===== src/fdfw_pkg.sv =====
// Constants, register map and state types for the flying-die fire window control.
// Assumes a 50 MHz hclk and a single AHB-Lite slave port.
package fdfw_pkg;
    // Register byte offsets
    localparam logic [7:0] FDFW_CTRL_OFS    = 8'h00;
    localparam logic [7:0] FDFW_MIN_OFS     = 8'h04;
    localparam logic [7:0] FDFW_MAX_OFS     = 8'h08;
    localparam logic [7:0] FDFW_TOL_OFS     = 8'h0c;
    localparam logic [7:0] FDFW_ACCF_OFS    = 8'h10;
    localparam logic [7:0] FDFW_ACCR_OFS    = 8'h14;
    localparam logic [7:0] FDFW_MAXRV_OFS   = 8'h18;
    localparam logic [7:0] FDFW_PLEN_OFS    = 8'h1c;
    localparam logic [7:0] FDFW_DWELL_OFS   = 8'h20;
    localparam logic [7:0] FDFW_STAT_OFS    = 8'h24;
    localparam logic [7:0] FDFW_POS_OFS     = 8'h28;
    localparam logic [7:0] FDFW_ISTAT_OFS   = 8'h2c;
    localparam logic [7:0] FDFW_IMASK_OFS   = 8'h30;
    localparam logic [7:0] FDFW_CMD_OFS     = 8'h34;

    // Control register fields
    localparam int FDFW_CTRL_EN_BIT  = 0;
    localparam int FDFW_CTRL_REF_LSB = 1;
    localparam int FDFW_CTRL_TOL_LSB = 3;

    // Interrupt status bit positions
    localparam int FDFW_EV_FIRE    = 0;
    localparam int FDFW_EV_ABANDON = 1;
    localparam int FDFW_EV_LATE    = 2;
    localparam int FDFW_EV_TOLFAIL = 3;
    localparam int FDFW_EV_W       = 4;

    // Reset values
    localparam logic [4:0]  FDFW_CTRL_RST  = 5'h00;
    localparam logic [23:0] FDFW_MIN_RST   = 24'h000400;
    localparam logic [23:0] FDFW_MAX_RST   = 24'h000800;
    localparam logic [15:0] FDFW_TOL_RST   = 16'h0010;
    localparam logic [15:0] FDFW_ACC_RST   = 16'h0001;
    localparam logic [15:0] FDFW_MAXRV_RST = 16'h0010;
    localparam logic [23:0] FDFW_PLEN_RST  = 24'h002000;
    localparam logic [15:0] FDFW_DWELL_RST = 16'h0008;

    // Control period: the speed loop updates once per period
    localparam int FDFW_CLK_MHZ       = 50;
    localparam int FDFW_CTRL_PERIOD_NS = 1000;
    localparam int FDFW_TICK_CYC      = (FDFW_CTRL_PERIOD_NS * FDFW_CLK_MHZ) / 1000;

    // Full scale of the bipolar command equals +/-10 V at the converter
    localparam int FDFW_CMD_FS_VOLTS  = 10;
    localparam logic signed [15:0] FDFW_CMD_POS_FS = 16'sh7fff;
    localparam logic signed [15:0] FDFW_CMD_NEG_FS = -16'sh7fff;

    typedef enum logic [1:0] {FDFW_REF_MIN, FDFW_REF_MAX, FDFW_REF_HOME} fdfw_ref_t;
    typedef enum logic [1:0] {FDFW_TOL_CUT_STOP, FDFW_TOL_STOP_NO_CUT, FDFW_TOL_WARN} fdfw_tol_t;
    typedef enum logic [2:0] {FDFW_ST_IDLE, FDFW_ST_TRACK, FDFW_ST_DWELL, FDFW_ST_RETURN,
                              FDFW_ST_HALT} fdfw_state_t;
endpackage


===== src/fdfw_top.sv =====
// Flying-die fire window control: tracks the line, fires the press inside the window, returns home.
// Assumes encoder, switch and press inputs are synchronous to hclk and encoders step at most once per clock.
// Functional notes
// - Bipolar signed speed command, full scale ten volts
// - Reference point: minimum, maximum or home switch
// - Min or home reference: no fire before minimum
// - Never start press cycle beyond maximum distance
// - Gated modes: retest tolerance, fire once met
// - Tolerance unmet at maximum: abandon, flag error
// - Return capped, only as fast as needed
// - Flag error when return is too late
// - Tracking follows line speed, ignoring return cap
// - Forward and return use separate acceleration rates
// - Decelerate at preceding segment's acceleration rate
// - Tolerance compares line length against die length
// - Cut-and-stop: cut, check after dwell, halt line
//
// Implementation choices: the AHB-Lite slave port and the register addresses.
`timescale 1ns/1ns
module fdfw_top
    import fdfw_pkg::*;
(
    input  wire logic               hclk,
    input  wire logic               hresetn,
    input  wire logic               hsel,
    input  wire logic [31:0]        haddr,
    input  wire logic [1:0]         htrans,
    input  wire logic               hwrite,
    input  wire logic [2:0]         hsize,
    input  wire logic [31:0]        hwdata,
    input  wire logic               hready,
    output logic      [31:0]        hrdata,
    output logic                    hreadyout,
    output logic                    hresp,
    input  wire logic               line_enc_a,
    input  wire logic               line_enc_b,
    input  wire logic               die_enc_a,
    input  wire logic               die_enc_b,
    input  wire logic               die_home,
    input  wire logic               target_due,
    input  wire logic               shear_done,
    output logic signed [15:0]      speed_cmd,
    output logic                    press_fire,
    output logic                    line_halt,
    output logic                    irq
);
    // Quadrature step: +1, -1 or 0 from previous and current A/B
    function automatic logic signed [1:0] qstep(input logic [1:0] prv, input logic [1:0] cur);
        logic [3:0] k;
        k = {prv, cur};
        unique case (k)
            4'b0001, 4'b0111, 4'b1110, 4'b1000: qstep = 2'sb01;
            4'b0010, 4'b1011, 4'b1101, 4'b0100: qstep = -2'sb01;
            default:                            qstep = 2'sb00;
        endcase
    endfunction

    // Move cur toward tgt by at most step
    function automatic logic signed [15:0] ramp(input logic signed [15:0] cur, input logic signed [15:0] tgt,
                                                input logic [15:0] step);
        logic signed [17:0] up;
        logic signed [17:0] dn;
        up = 18'(cur) + 18'(signed'({1'b0, step}));
        dn = 18'(cur) - 18'(signed'({1'b0, step}));
        if (cur < tgt) begin
            ramp = (up > 18'(tgt)) ? tgt : up[15:0];
        end else begin
            ramp = (dn < 18'(tgt)) ? tgt : dn[15:0];
        end
    endfunction

    // Bus registers
    logic [4:0]  ctrl_r;
    logic [23:0] min_r, max_r, plen_r;
    logic [15:0] tol_r, accf_r, accr_r, maxrv_r, dwell_r;
    logic [FDFW_EV_W-1:0] istat_r, imask_r;
    logic        ap_wr_r;
    logic [7:0]  ap_addr_r;
    logic [31:0] rdata_r;

    // Motion state
    fdfw_state_t state_r, state_nxt;
    logic [1:0]  lq_r, dq_r;
    logic signed [23:0] die_pos_r, line_len_r;
    logic [15:0] line_cnt_r;
    logic signed [15:0] line_v_r, vel_r, ret_v_r;
    logic [7:0]  tick_cnt_r;
    logic [15:0] dwell_cnt_r;
    logic        press_r, halt_r;

    wire ap_take   = hsel & htrans[1] & hready;
    wire dp_wr     = ap_wr_r;
    wire enable    = ctrl_r[FDFW_CTRL_EN_BIT];
    wire [1:0] ref_sel  = ctrl_r[FDFW_CTRL_REF_LSB +: 2];
    wire [1:0] tol_mode = ctrl_r[FDFW_CTRL_TOL_LSB +: 2];
    wire tick      = (tick_cnt_r == 8'(FDFW_TICK_CYC - 1));
    wire signed [1:0] lstep = qstep(lq_r, {line_enc_a, line_enc_b});
    wire signed [1:0] dstep = qstep(dq_r, {die_enc_a, die_enc_b});

    // Fire window decode, evaluated against the live position every cycle
    wire signed [24:0] pos_x   = 25'(die_pos_r);
    wire signed [24:0] min_x   = 25'(signed'({1'b0, min_r}));
    wire signed [24:0] max_x   = 25'(signed'({1'b0, max_r}));
    wire signed [24:0] ref_pt  = (ref_sel == FDFW_REF_MAX) ? max_x : min_x;
    wire at_ref     = (pos_x >= ref_pt);
    wire beyond_max = (pos_x > max_x);
    wire at_max     = (pos_x >= max_x);
    wire signed [24:0] tol_diff = 25'(line_len_r) - pos_x;
    wire [24:0] tol_abs = tol_diff[24] ? 25'(-tol_diff) : 25'(tol_diff);
    wire in_tol     = (tol_abs <= 25'(tol_r));
    wire gated      = (tol_mode == FDFW_TOL_STOP_NO_CUT) || (tol_mode == FDFW_TOL_WARN);
    wire fire_ok    = at_ref && !beyond_max && (!gated || in_tol);
    wire abandon    = gated && at_max && !in_tol && !fire_ok;
    wire dwell_end  = (dwell_cnt_r == 16'h0000) || shear_done;
    wire tol_fail   = (tol_mode == FDFW_TOL_CUT_STOP) && !in_tol;
    wire late       = target_due && (state_r != FDFW_ST_IDLE) && (state_r != FDFW_ST_HALT);

    // Return speed demand: grow when the die would not reach home before the next target
    wire signed [23:0] remain = 24'(signed'(plen_r)) - line_len_r;
    wire signed [40:0] need_l = 41'(die_pos_r) * 41'(line_v_r);
    wire signed [40:0] have_l = 41'(remain) * 41'(ret_v_r);
    wire signed [15:0] maxrv_s = signed'(maxrv_r);
    wire signed [15:0] ret_v_nxt = (need_l > have_l) ? ((ret_v_r < maxrv_s) ? ret_v_r + 16'sd1 : maxrv_s)
                                                     : ((ret_v_r > 16'sd1) ? ret_v_r - 16'sd1 : 16'sd1);

    // Velocity target per state
    logic signed [15:0] vel_tgt;
    always_comb begin
        unique case (state_r)
            FDFW_ST_TRACK, FDFW_ST_DWELL: vel_tgt = line_v_r;
            FDFW_ST_RETURN:               vel_tgt = die_home ? 16'sd0 : -ret_v_r;
            default:                      vel_tgt = 16'sd0;
        endcase
    end

    // The rate follows the direction of motion, so a stop reuses the rate that started the motion
    wire fwd_move = (vel_r > 16'sd0) || ((vel_r == 16'sd0) && (vel_tgt > 16'sd0));
    wire [15:0] seg_rate = fwd_move ? accf_r : accr_r;

    always_comb begin
        state_nxt = state_r;
        unique case (state_r)
            FDFW_ST_IDLE:   if (enable && target_due) state_nxt = FDFW_ST_TRACK;
            FDFW_ST_TRACK: begin
                if (fire_ok) begin
                    state_nxt = FDFW_ST_DWELL;
                end else if (abandon || beyond_max) begin
                    state_nxt = FDFW_ST_RETURN;
                end
            end
            FDFW_ST_DWELL: begin
                if (dwell_end) begin
                    state_nxt = tol_fail ? FDFW_ST_HALT : FDFW_ST_RETURN;
                end
            end
            FDFW_ST_RETURN: if (die_home) state_nxt = FDFW_ST_IDLE;
            FDFW_ST_HALT:   if (!enable) state_nxt = FDFW_ST_RETURN;
        endcase
    end

    wire entering_fwd = (state_r == FDFW_ST_IDLE) && (state_nxt == FDFW_ST_TRACK);
    wire [FDFW_EV_W-1:0] ev_set = {(state_r == FDFW_ST_DWELL) && dwell_end && tol_fail, late,
                                   (state_r == FDFW_ST_TRACK) && abandon && !fire_ok,
                                   (state_r == FDFW_ST_TRACK) && fire_ok};

    // AHB-Lite slave, zero wait: read data is captured in the address phase
    wire [7:0] a_ofs = haddr[7:0];
    wire [31:0] rd_mux =
        (a_ofs == FDFW_CTRL_OFS)  ? {27'h0, ctrl_r} :
        (a_ofs == FDFW_MIN_OFS)   ? {8'h0, min_r} :
        (a_ofs == FDFW_MAX_OFS)   ? {8'h0, max_r} :
        (a_ofs == FDFW_TOL_OFS)   ? {16'h0, tol_r} :
        (a_ofs == FDFW_ACCF_OFS)  ? {16'h0, accf_r} :
        (a_ofs == FDFW_ACCR_OFS)  ? {16'h0, accr_r} :
        (a_ofs == FDFW_MAXRV_OFS) ? {16'h0, maxrv_r} :
        (a_ofs == FDFW_PLEN_OFS)  ? {8'h0, plen_r} :
        (a_ofs == FDFW_DWELL_OFS) ? {16'h0, dwell_r} :
        (a_ofs == FDFW_STAT_OFS)  ? {26'h0, halt_r, press_r, die_home, 3'(state_r)} :
        (a_ofs == FDFW_POS_OFS)   ? {{8{die_pos_r[23]}}, die_pos_r} :
        (a_ofs == FDFW_ISTAT_OFS) ? {28'h0, istat_r} :
        (a_ofs == FDFW_IMASK_OFS) ? {28'h0, imask_r} :
        (a_ofs == FDFW_CMD_OFS)   ? {{16{vel_r[15]}}, vel_r} : 32'h0000_0000;
    wire wr_ctrl  = dp_wr && (ap_addr_r == FDFW_CTRL_OFS);
    wire wr_istat = dp_wr && (ap_addr_r == FDFW_ISTAT_OFS);

    assign hrdata    = rdata_r;
    assign hreadyout = 1'b1;
    assign hresp     = 1'b0;
    assign speed_cmd = vel_r;
    assign press_fire = press_r;
    assign line_halt = halt_r;
    assign irq       = |(istat_r & imask_r);

    always_ff @(posedge hclk or negedge hresetn) begin
        if (!hresetn) begin
            ap_wr_r   <= 1'b0;
            ap_addr_r <= 8'h00;
            rdata_r   <= 32'h0000_0000;
        end else begin
            ap_wr_r   <= ap_take && hwrite;
            ap_addr_r <= ap_take ? a_ofs : ap_addr_r;
            rdata_r   <= (ap_take && !hwrite) ? rd_mux : rdata_r;
        end
    end

    always_ff @(posedge hclk or negedge hresetn) begin
        if (!hresetn) begin
            ctrl_r  <= FDFW_CTRL_RST;
            min_r   <= FDFW_MIN_RST;
            max_r   <= FDFW_MAX_RST;
            tol_r   <= FDFW_TOL_RST;
            accf_r  <= FDFW_ACC_RST;
            accr_r  <= FDFW_ACC_RST;
            maxrv_r <= FDFW_MAXRV_RST;
            plen_r  <= FDFW_PLEN_RST;
            dwell_r <= FDFW_DWELL_RST;
            imask_r <= '0;
        end else if (dp_wr) begin
            ctrl_r  <= wr_ctrl ? hwdata[4:0] : ctrl_r;
            min_r   <= (ap_addr_r == FDFW_MIN_OFS)   ? hwdata[23:0] : min_r;
            max_r   <= (ap_addr_r == FDFW_MAX_OFS)   ? hwdata[23:0] : max_r;
            tol_r   <= (ap_addr_r == FDFW_TOL_OFS)   ? hwdata[15:0] : tol_r;
            accf_r  <= (ap_addr_r == FDFW_ACCF_OFS)  ? hwdata[15:0] : accf_r;
            accr_r  <= (ap_addr_r == FDFW_ACCR_OFS)  ? hwdata[15:0] : accr_r;
            maxrv_r <= (ap_addr_r == FDFW_MAXRV_OFS) ? hwdata[15:0] : maxrv_r;
            plen_r  <= (ap_addr_r == FDFW_PLEN_OFS)  ? hwdata[23:0] : plen_r;
            dwell_r <= (ap_addr_r == FDFW_DWELL_OFS) ? hwdata[15:0] : dwell_r;
            imask_r <= (ap_addr_r == FDFW_IMASK_OFS) ? hwdata[FDFW_EV_W-1:0] : imask_r;
        end
    end

    // Sticky events: a new event wins over a same-cycle clear
    always_ff @(posedge hclk or negedge hresetn) begin
        if (!hresetn) begin
            istat_r <= '0;
        end else begin
            istat_r <= (istat_r & ~(wr_istat ? hwdata[FDFW_EV_W-1:0] : '0)) | ev_set;
        end
    end

    // Encoders and die position relative to home
    always_ff @(posedge hclk or negedge hresetn) begin
        if (!hresetn) begin
            lq_r       <= 2'b00;
            dq_r       <= 2'b00;
            die_pos_r  <= '0;
            line_len_r <= '0;
            line_cnt_r <= '0;
            line_v_r   <= '0;
            tick_cnt_r <= '0;
        end else begin
            lq_r       <= {line_enc_a, line_enc_b};
            dq_r       <= {die_enc_a, die_enc_b};
            die_pos_r  <= die_home && (state_r == FDFW_ST_RETURN) ? 24'sd0 : die_pos_r + 24'(dstep);
            line_len_r <= entering_fwd ? 24'sd0 : line_len_r + 24'(lstep);
            tick_cnt_r <= tick ? 8'h00 : tick_cnt_r + 8'h01;
            line_cnt_r <= tick ? 16'(signed'(lstep)) : line_cnt_r + 16'(signed'(lstep));
            line_v_r   <= tick ? signed'(line_cnt_r) : line_v_r;
        end
    end

    // Motion sequencing updated every cycle; speed ramp updated once per control period
    always_ff @(posedge hclk or negedge hresetn) begin
        if (!hresetn) begin
            state_r     <= FDFW_ST_IDLE;
            vel_r       <= '0;
            ret_v_r     <= 16'sd1;
            dwell_cnt_r <= '0;
            press_r     <= 1'b0;
            halt_r      <= 1'b0;
        end else begin
            state_r     <= state_nxt;
            vel_r       <= tick ? ramp(vel_r, vel_tgt, seg_rate) : vel_r;
            ret_v_r     <= (tick && state_r == FDFW_ST_RETURN) ? ret_v_nxt : ret_v_r;
            dwell_cnt_r <= (state_nxt == FDFW_ST_DWELL && state_r != FDFW_ST_DWELL) ? dwell_r :
                           ((tick && dwell_cnt_r != 16'h0000) ? dwell_cnt_r - 16'h0001 : dwell_cnt_r);
            press_r     <= (state_nxt == FDFW_ST_DWELL);
            halt_r      <= (state_nxt == FDFW_ST_HALT);
        end
    end

    a_no_fire_beyond: assert property (@(posedge hclk) disable iff (!hresetn)
        $rose(press_r) |-> $past(!beyond_max))
        else $error("Press started beyond maximum distance");
    a_no_fire_early: assert property (@(posedge hclk) disable iff (!hresetn)
        ($rose(press_r) && ref_sel != FDFW_REF_MAX) |-> $past(pos_x >= min_x))
        else $error("Press started before minimum distance");
    a_gated_tol: assert property (@(posedge hclk) disable iff (!hresetn)
        ($rose(press_r) && $past(gated)) |-> $past(in_tol))
        else $error("Gated mode fired out of tolerance");
    a_abandon_flag: assert property (@(posedge hclk) disable iff (!hresetn)
        (state_r == FDFW_ST_TRACK && abandon) |=> (istat_r[FDFW_EV_ABANDON] && state_r == FDFW_ST_RETURN))
        else $error("Abandon not flagged");
    a_return_cap: assert property (@(posedge hclk) disable iff (!hresetn)
        (state_r == FDFW_ST_RETURN) |-> (ret_v_r <= maxrv_s || $changed(maxrv_r) || $past(ret_v_r) > ret_v_r))
        else $error("Return speed above cap");
    a_late_flag: assert property (@(posedge hclk) disable iff (!hresetn)
        late |=> istat_r[FDFW_EV_LATE])
        else $error("Late return not flagged");
    a_ramp_step: assert property (@(posedge hclk) disable iff (!hresetn)
        (tick && vel_r > 16'sd0) |=> (vel_r == $past(vel_tgt) || vel_r - $past(vel_r) == $past(accf_r)
                                       || $past(vel_r) - vel_r == $past(accf_r)))
        else $error("Forward speed step differs from forward rate");
    a_seg_rate: assert property (@(posedge hclk) disable iff (!hresetn)
        (tick && vel_r < 16'sd0) |=> (vel_r == $past(vel_tgt) || vel_r - $past(vel_r) == $past(accr_r)
                                       || $past(vel_r) - vel_r == $past(accr_r)))
        else $error("Reverse speed step differs from return rate");
    a_halt_tol: assert property (@(posedge hclk) disable iff (!hresetn)
        (state_r == FDFW_ST_DWELL && dwell_end && tol_fail) |=> (line_halt && istat_r[FDFW_EV_TOLFAIL]))
        else $error("Out of tolerance cut did not halt line");
    a_irq_level: assert property (@(posedge hclk) disable iff (!hresetn)
        (|(ev_set & imask_r)) |=> irq)
        else $error("Unmasked event gave no interrupt");
endmodule


===== config.mk =====
export PLATFORM = sky130hd
export DESIGN_NAME = fdfw_top
export DESIGN_NICKNAME = d
export VERILOG_FILES = /design/src/fdfw_pkg.sv /design/src/fdfw_top.sv
export SDC_FILE = /design/constraint.sdc
export NUM_CORES = 2
export LEC_CHECK = 0
export ABC_CLOCK_PERIOD_IN_PS = 31800
export BUFFER_PORTS_ARGS = -buffer_cell sky130_fd_sc_hd__buf_4
export CAP_MARGIN = 20
export CELL_PAD_IN_SITES_DETAIL_PLACEMENT = 1
export CELL_PAD_IN_SITES_GLOBAL_PLACEMENT = 1
export CORE_UTILIZATION = 30
export CTS_CLUSTER_DIAMETER = 100
export DETAILED_ROUTE_END_ITERATION = 10
export GPL_TIMING_DRIVEN = 1
export PLACE_DENSITY_LB_ADDON = 0.1
export SKIP_LAST_GASP = 1
export SLEW_MARGIN = 10
export SYNTH_ARGS = -nofsm -noshare
export SYNTH_HDL_FRONTEND = slang
export SYNTH_SLANG_ARGS = --single-unit

===== constraint.sdc =====
create_clock -name hclk -period 31.8 [get_ports hclk]
set_clock_uncertainty 0.15 [all_clocks]
set_input_delay 6.36 -clock hclk [delete_from_list [all_inputs] [get_ports hclk]]
set_output_delay 6.36 -clock hclk [all_outputs]
set_load 0.005 [all_outputs]

==> flow_summary.json <==
{
  "combPwrFrac_pct": 63.6,
  "rsz0062_at_grt": "false",
  "antenna_found_initial": 29,
  "cts_root_buf": "clkbuf_16",
  "grt_max_degree": 88,
  "tns_ns": 0,
  "cts_tree": "built",
  "clkLatencyLatePin_ns": 0.62,
  "ios": 134,
  "cp_slowest_cell": "nor3_1",
  "routed_wl_um": 207000,
  "p_seq_share_pct": 18.9,
  "cpMostUsedCell": "fa_1",
  "drtIter0Drc": 2464,
  "setup_viol_count_final": 0,
  "core_area_mm2": 0.181,
  "clock-sinks": 344,
  "end_kind": "flop",
  "status": "finished clean",
  "startpoint_type": "flop",
  "grt_pass1_vias": 46914,
  "synth_cells": 6075,
  "swShare_pct": 52.2,
  "p_per_area_mw_per_mm2": 53.8,
  "max-clock-path-buffers": 3,
  "synth_area_mm2": 0.0545,
  "finalPower_mw": 3.21,
  "nets": 7436,
  "met2WireLength_um": 97500,
  "finalCritPeriodShare_pct": 47.3,
  "die_height_um": 428,
  "met3_length_um": 8440,
  "ys_types": 94,
  "ys.flop_type": "dfrtp_1",
  "clkPwrFrac_pct": 17.5,
  "via_per_inst": 5.10,
  "port_buffers": 95,
  "firstDrtPassIters": 5,
  "p_int_mw": 1.54,
  "maxCapViolCount": 0,
  "antenna_left": 0,
  "cts_buffers": 45,
  "hold_viol_final": 0,
  "dr_total_vias": 43292,
  "die_w_um": 428,
  "ir_drop_mv": 0.0529,
  "hold_class": "reg2reg",
  "syn_to_final_growth_pct": 9.46,
  "grt_usage_pct": 22.8,
  "htree_levels": 2,
  "tightest_slew_ns": 1.29,
  "worstPathMaxFanout": 23,
  "grt_pass1_wl_um": 314000,
  "start_util_pct": 30.2,
  "grt_overflow": 0,
  "post_dp_cell_area_mm2": 0.0581,
  "p_leak_nw": 27.7,
  "highest_layer": "met5",
  "place.gp.congestion": 0.880,
  "cp.arrival_ns": 15.46,
  "drive_above_1_share_pct": 8.48,
  "async_flop_share_pct": 100,
  "synth-seq-cells": 344,
  "drcViolationCount": 0,
  "fmax_mhz": 66.4,
  "dp_hpwl_um": 166000,
  "wl_per_cell_um": 24.4,
  "die_area_mm2": 0.184,
  "post-cts-setup-buffers": 0,
  "clkTransAtPathRegs_ns": 0.06,
  "wl_met1_um": 95000,
  "holdBufCountCts": 0,
  "crit_type": "reg2reg",
  "synth_area_per_cell_um2": 8.98,
  "p_switching_mw": 1.68,
  "yosysWarnings": 0,
  "required_ns": 32.21,
  "syn-num-nets": 7435,
  "relSlewSlack_pct": 13.7,
  "cts_resized": 0,
  "synth-edff-count": 0,
  "yosysSeqAreaShare_pct": 15.8,
  "rows": 156,
  "slowest_delay_ns": 0.86,
  "slew_violations": 0,
  "final_area_mm2": 0.0597,
  "fin_crit_ns": 15.06
}
[per-stage QoR]
stage	hold slack (ns)	setup slack (ns)	instances	util, %
2_1_floorplan	0.295	18.40	6075	-
3_3_place_gp	0.308	16.67	8397	32.1
3_5_place_dp	0.318	16.65	8398	32.2
4_1_cts	0.333	16.57	8479	33.0
5_1_grt	0.355	15.55	8481	33.0
6_report	0.323	16.74	8484	33.0
[cells by family after synthesis]
logic type      Yosys count  synth area share, %
compound gates          949                 11.6
xor+xnor                263                 4.24
fa+ha+maj              1279                 39.7
buf+inv                1264                 8.85
flops                   344                 15.8
mux                     221                 4.54
other cells               2               0.0138
simple gates           1753                 15.2
[synth_stat cells, types with 19 or more instances]
library cell | n | area share, %
mux2_2 | 156 | 3.2
nand4_1 | 48 | 0.55
a31oi_1 | 32 | 0.37
nand2b_1 | 51 | 0.58
nand2_1 | 746 | 5.1
o21a_1 | 49 | 0.67
inv_1 | 1011 | 7.0
o21bai_1 | 36 | 0.50
a21o_1 | 96 | 1.3
nor3_1 | 77 | 0.71
a22oi_1 | 54 | 0.74
a21oi_1 | 197 | 1.8
nand3_1 | 76 | 0.70
nor4_1 | 19 | 0.22
nor2b_1 | 53 | 0.61
fa_1 | 755 | 28
nor2_1 | 280 | 1.9
o21ai_0 | 215 | 2.0
o221ai_1 | 27 | 0.43
ha_1 | 524 | 12
o211ai_1 | 24 | 0.33
dfrtp_1 | 335 | 15
clkbuf_1 | 232 | 1.6
xor2_1 | 76 | 1.2
and2_1 | 299 | 3.4
a221oi_1 | 31 | 0.50
a211oi_1 | 25 | 0.34
xnor2_1 | 186 | 3.0
and3_1 | 28 | 0.32
mux2i_1 | 54 | 0.99
[layout make-up]
class	instances	area [µm²]
clock buffer	60	1210
antenna	4	10.0
fill	20971	121000
sequential	344	8630
tap	2370	2970
timing repair buffer	207	1590
inverter	1011	3790
clock inverter	21	342
multi-input combinational	4467	41200
[power by group through the flow]
stage                     Clock (mW)  Combinational, mW  Sequential (mW)
after floorplan                    0               1.30            0.571
after detailed placement           0               2.04            0.620
after global placement             0               2.01            0.619
after CTS                      0.581               2.05            0.612
final                          0.563               2.04            0.607
after global routing           0.594               2.24            0.615
[path summary, 6_finish.rpt]
| check | startpoint | end | slack (ns) | cells past startpoint |
|---|---|---|---|---|
| worst max-delay path | line_len_r[1]$_DFF_PN0_ | ret_v_r[9]$_DFFE_PN0P_ | 16.74 | 49 |
| worst min-delay path | line_cnt_r[9]$_DFF_PN0_ | line_v_r[9]$_DFFE_PN0P_ | 0.32 | 2 |
| worst max register to register | line_len_r[1]$_DFF_PN0_ | ret_v_r[9]$_DFFE_PN0P_ | 16.74 | 49 |
| worst min register to register | line_cnt_r[9]$_DFF_PN0_ | line_v_r[9]$_DFFE_PN0P_ | 0.32 | 2 |
| max in group asynchronous | hresetn | line_len_r[19]$_DFF_PN0_ | 23.69 | 3 |
| min in group asynchronous | hresetn | dwell_cnt_r[9]$_DFFE_PN0P_ | 5.59 | 1 |
[registers in the layout, indices dropped and copies added (netlist names), 16 cells and up]
name         count
hrdata          25
speed_cmd       16
max_r           24
line_cnt_r      16
die_pos_r       24
plen_r          24
line_len_r      24
accr_r          16
dwell_cnt_r     16
maxrv_r         16
tol_r           16
accf_r          16
min_r           24
line_v_r        16
ret_v_r         16
dwell_r         16
[routing by layer]
metal	track usage, %	up-vias
li1	-	19685
met1	31.5	22607
met2	38.5	781
met3	2.10	213
met4	5.59	6
met5	0	-
[worst max-delay path: cells and delay by family (launching register included)]
kind | cells | cell delay (ns)
xor+xnor | 2 | 0.28
compound gates | 18 | 4.63
flops | 1 | 0.56
buf+inv | 6 | 0.79
simple gates | 14 | 4.10
fa+ha+maj | 9 | 4.44
[placed cells by master, fill, tap and decap left out, types with 24 or more instances in the layout]
cell and n:
inv_1 1011, fa_1 755, nand2_1 746, ha_1 524, dfrtp_1 325, and2_1 299, nor2_1 276, o21ai_0 215
buf_4 204, a21oi_1 197, xnor2_1 185, mux2_2 156, a21o_1 96, nor3_1 76, xor2_1 75, nand3_1 74
mux2i_1 54, a22oi_1 54, nor2b_1 52, nand2b_1 50, o21a_1 49, nand4_1 48, clkbuf_16 45, o21bai_1 36
a31oi_1 32, a221oi_1 31, and3_1 27, o221ai_1 27, a211oi_1 25, o211ai_1 24
(Power assumes the default switching activity.)
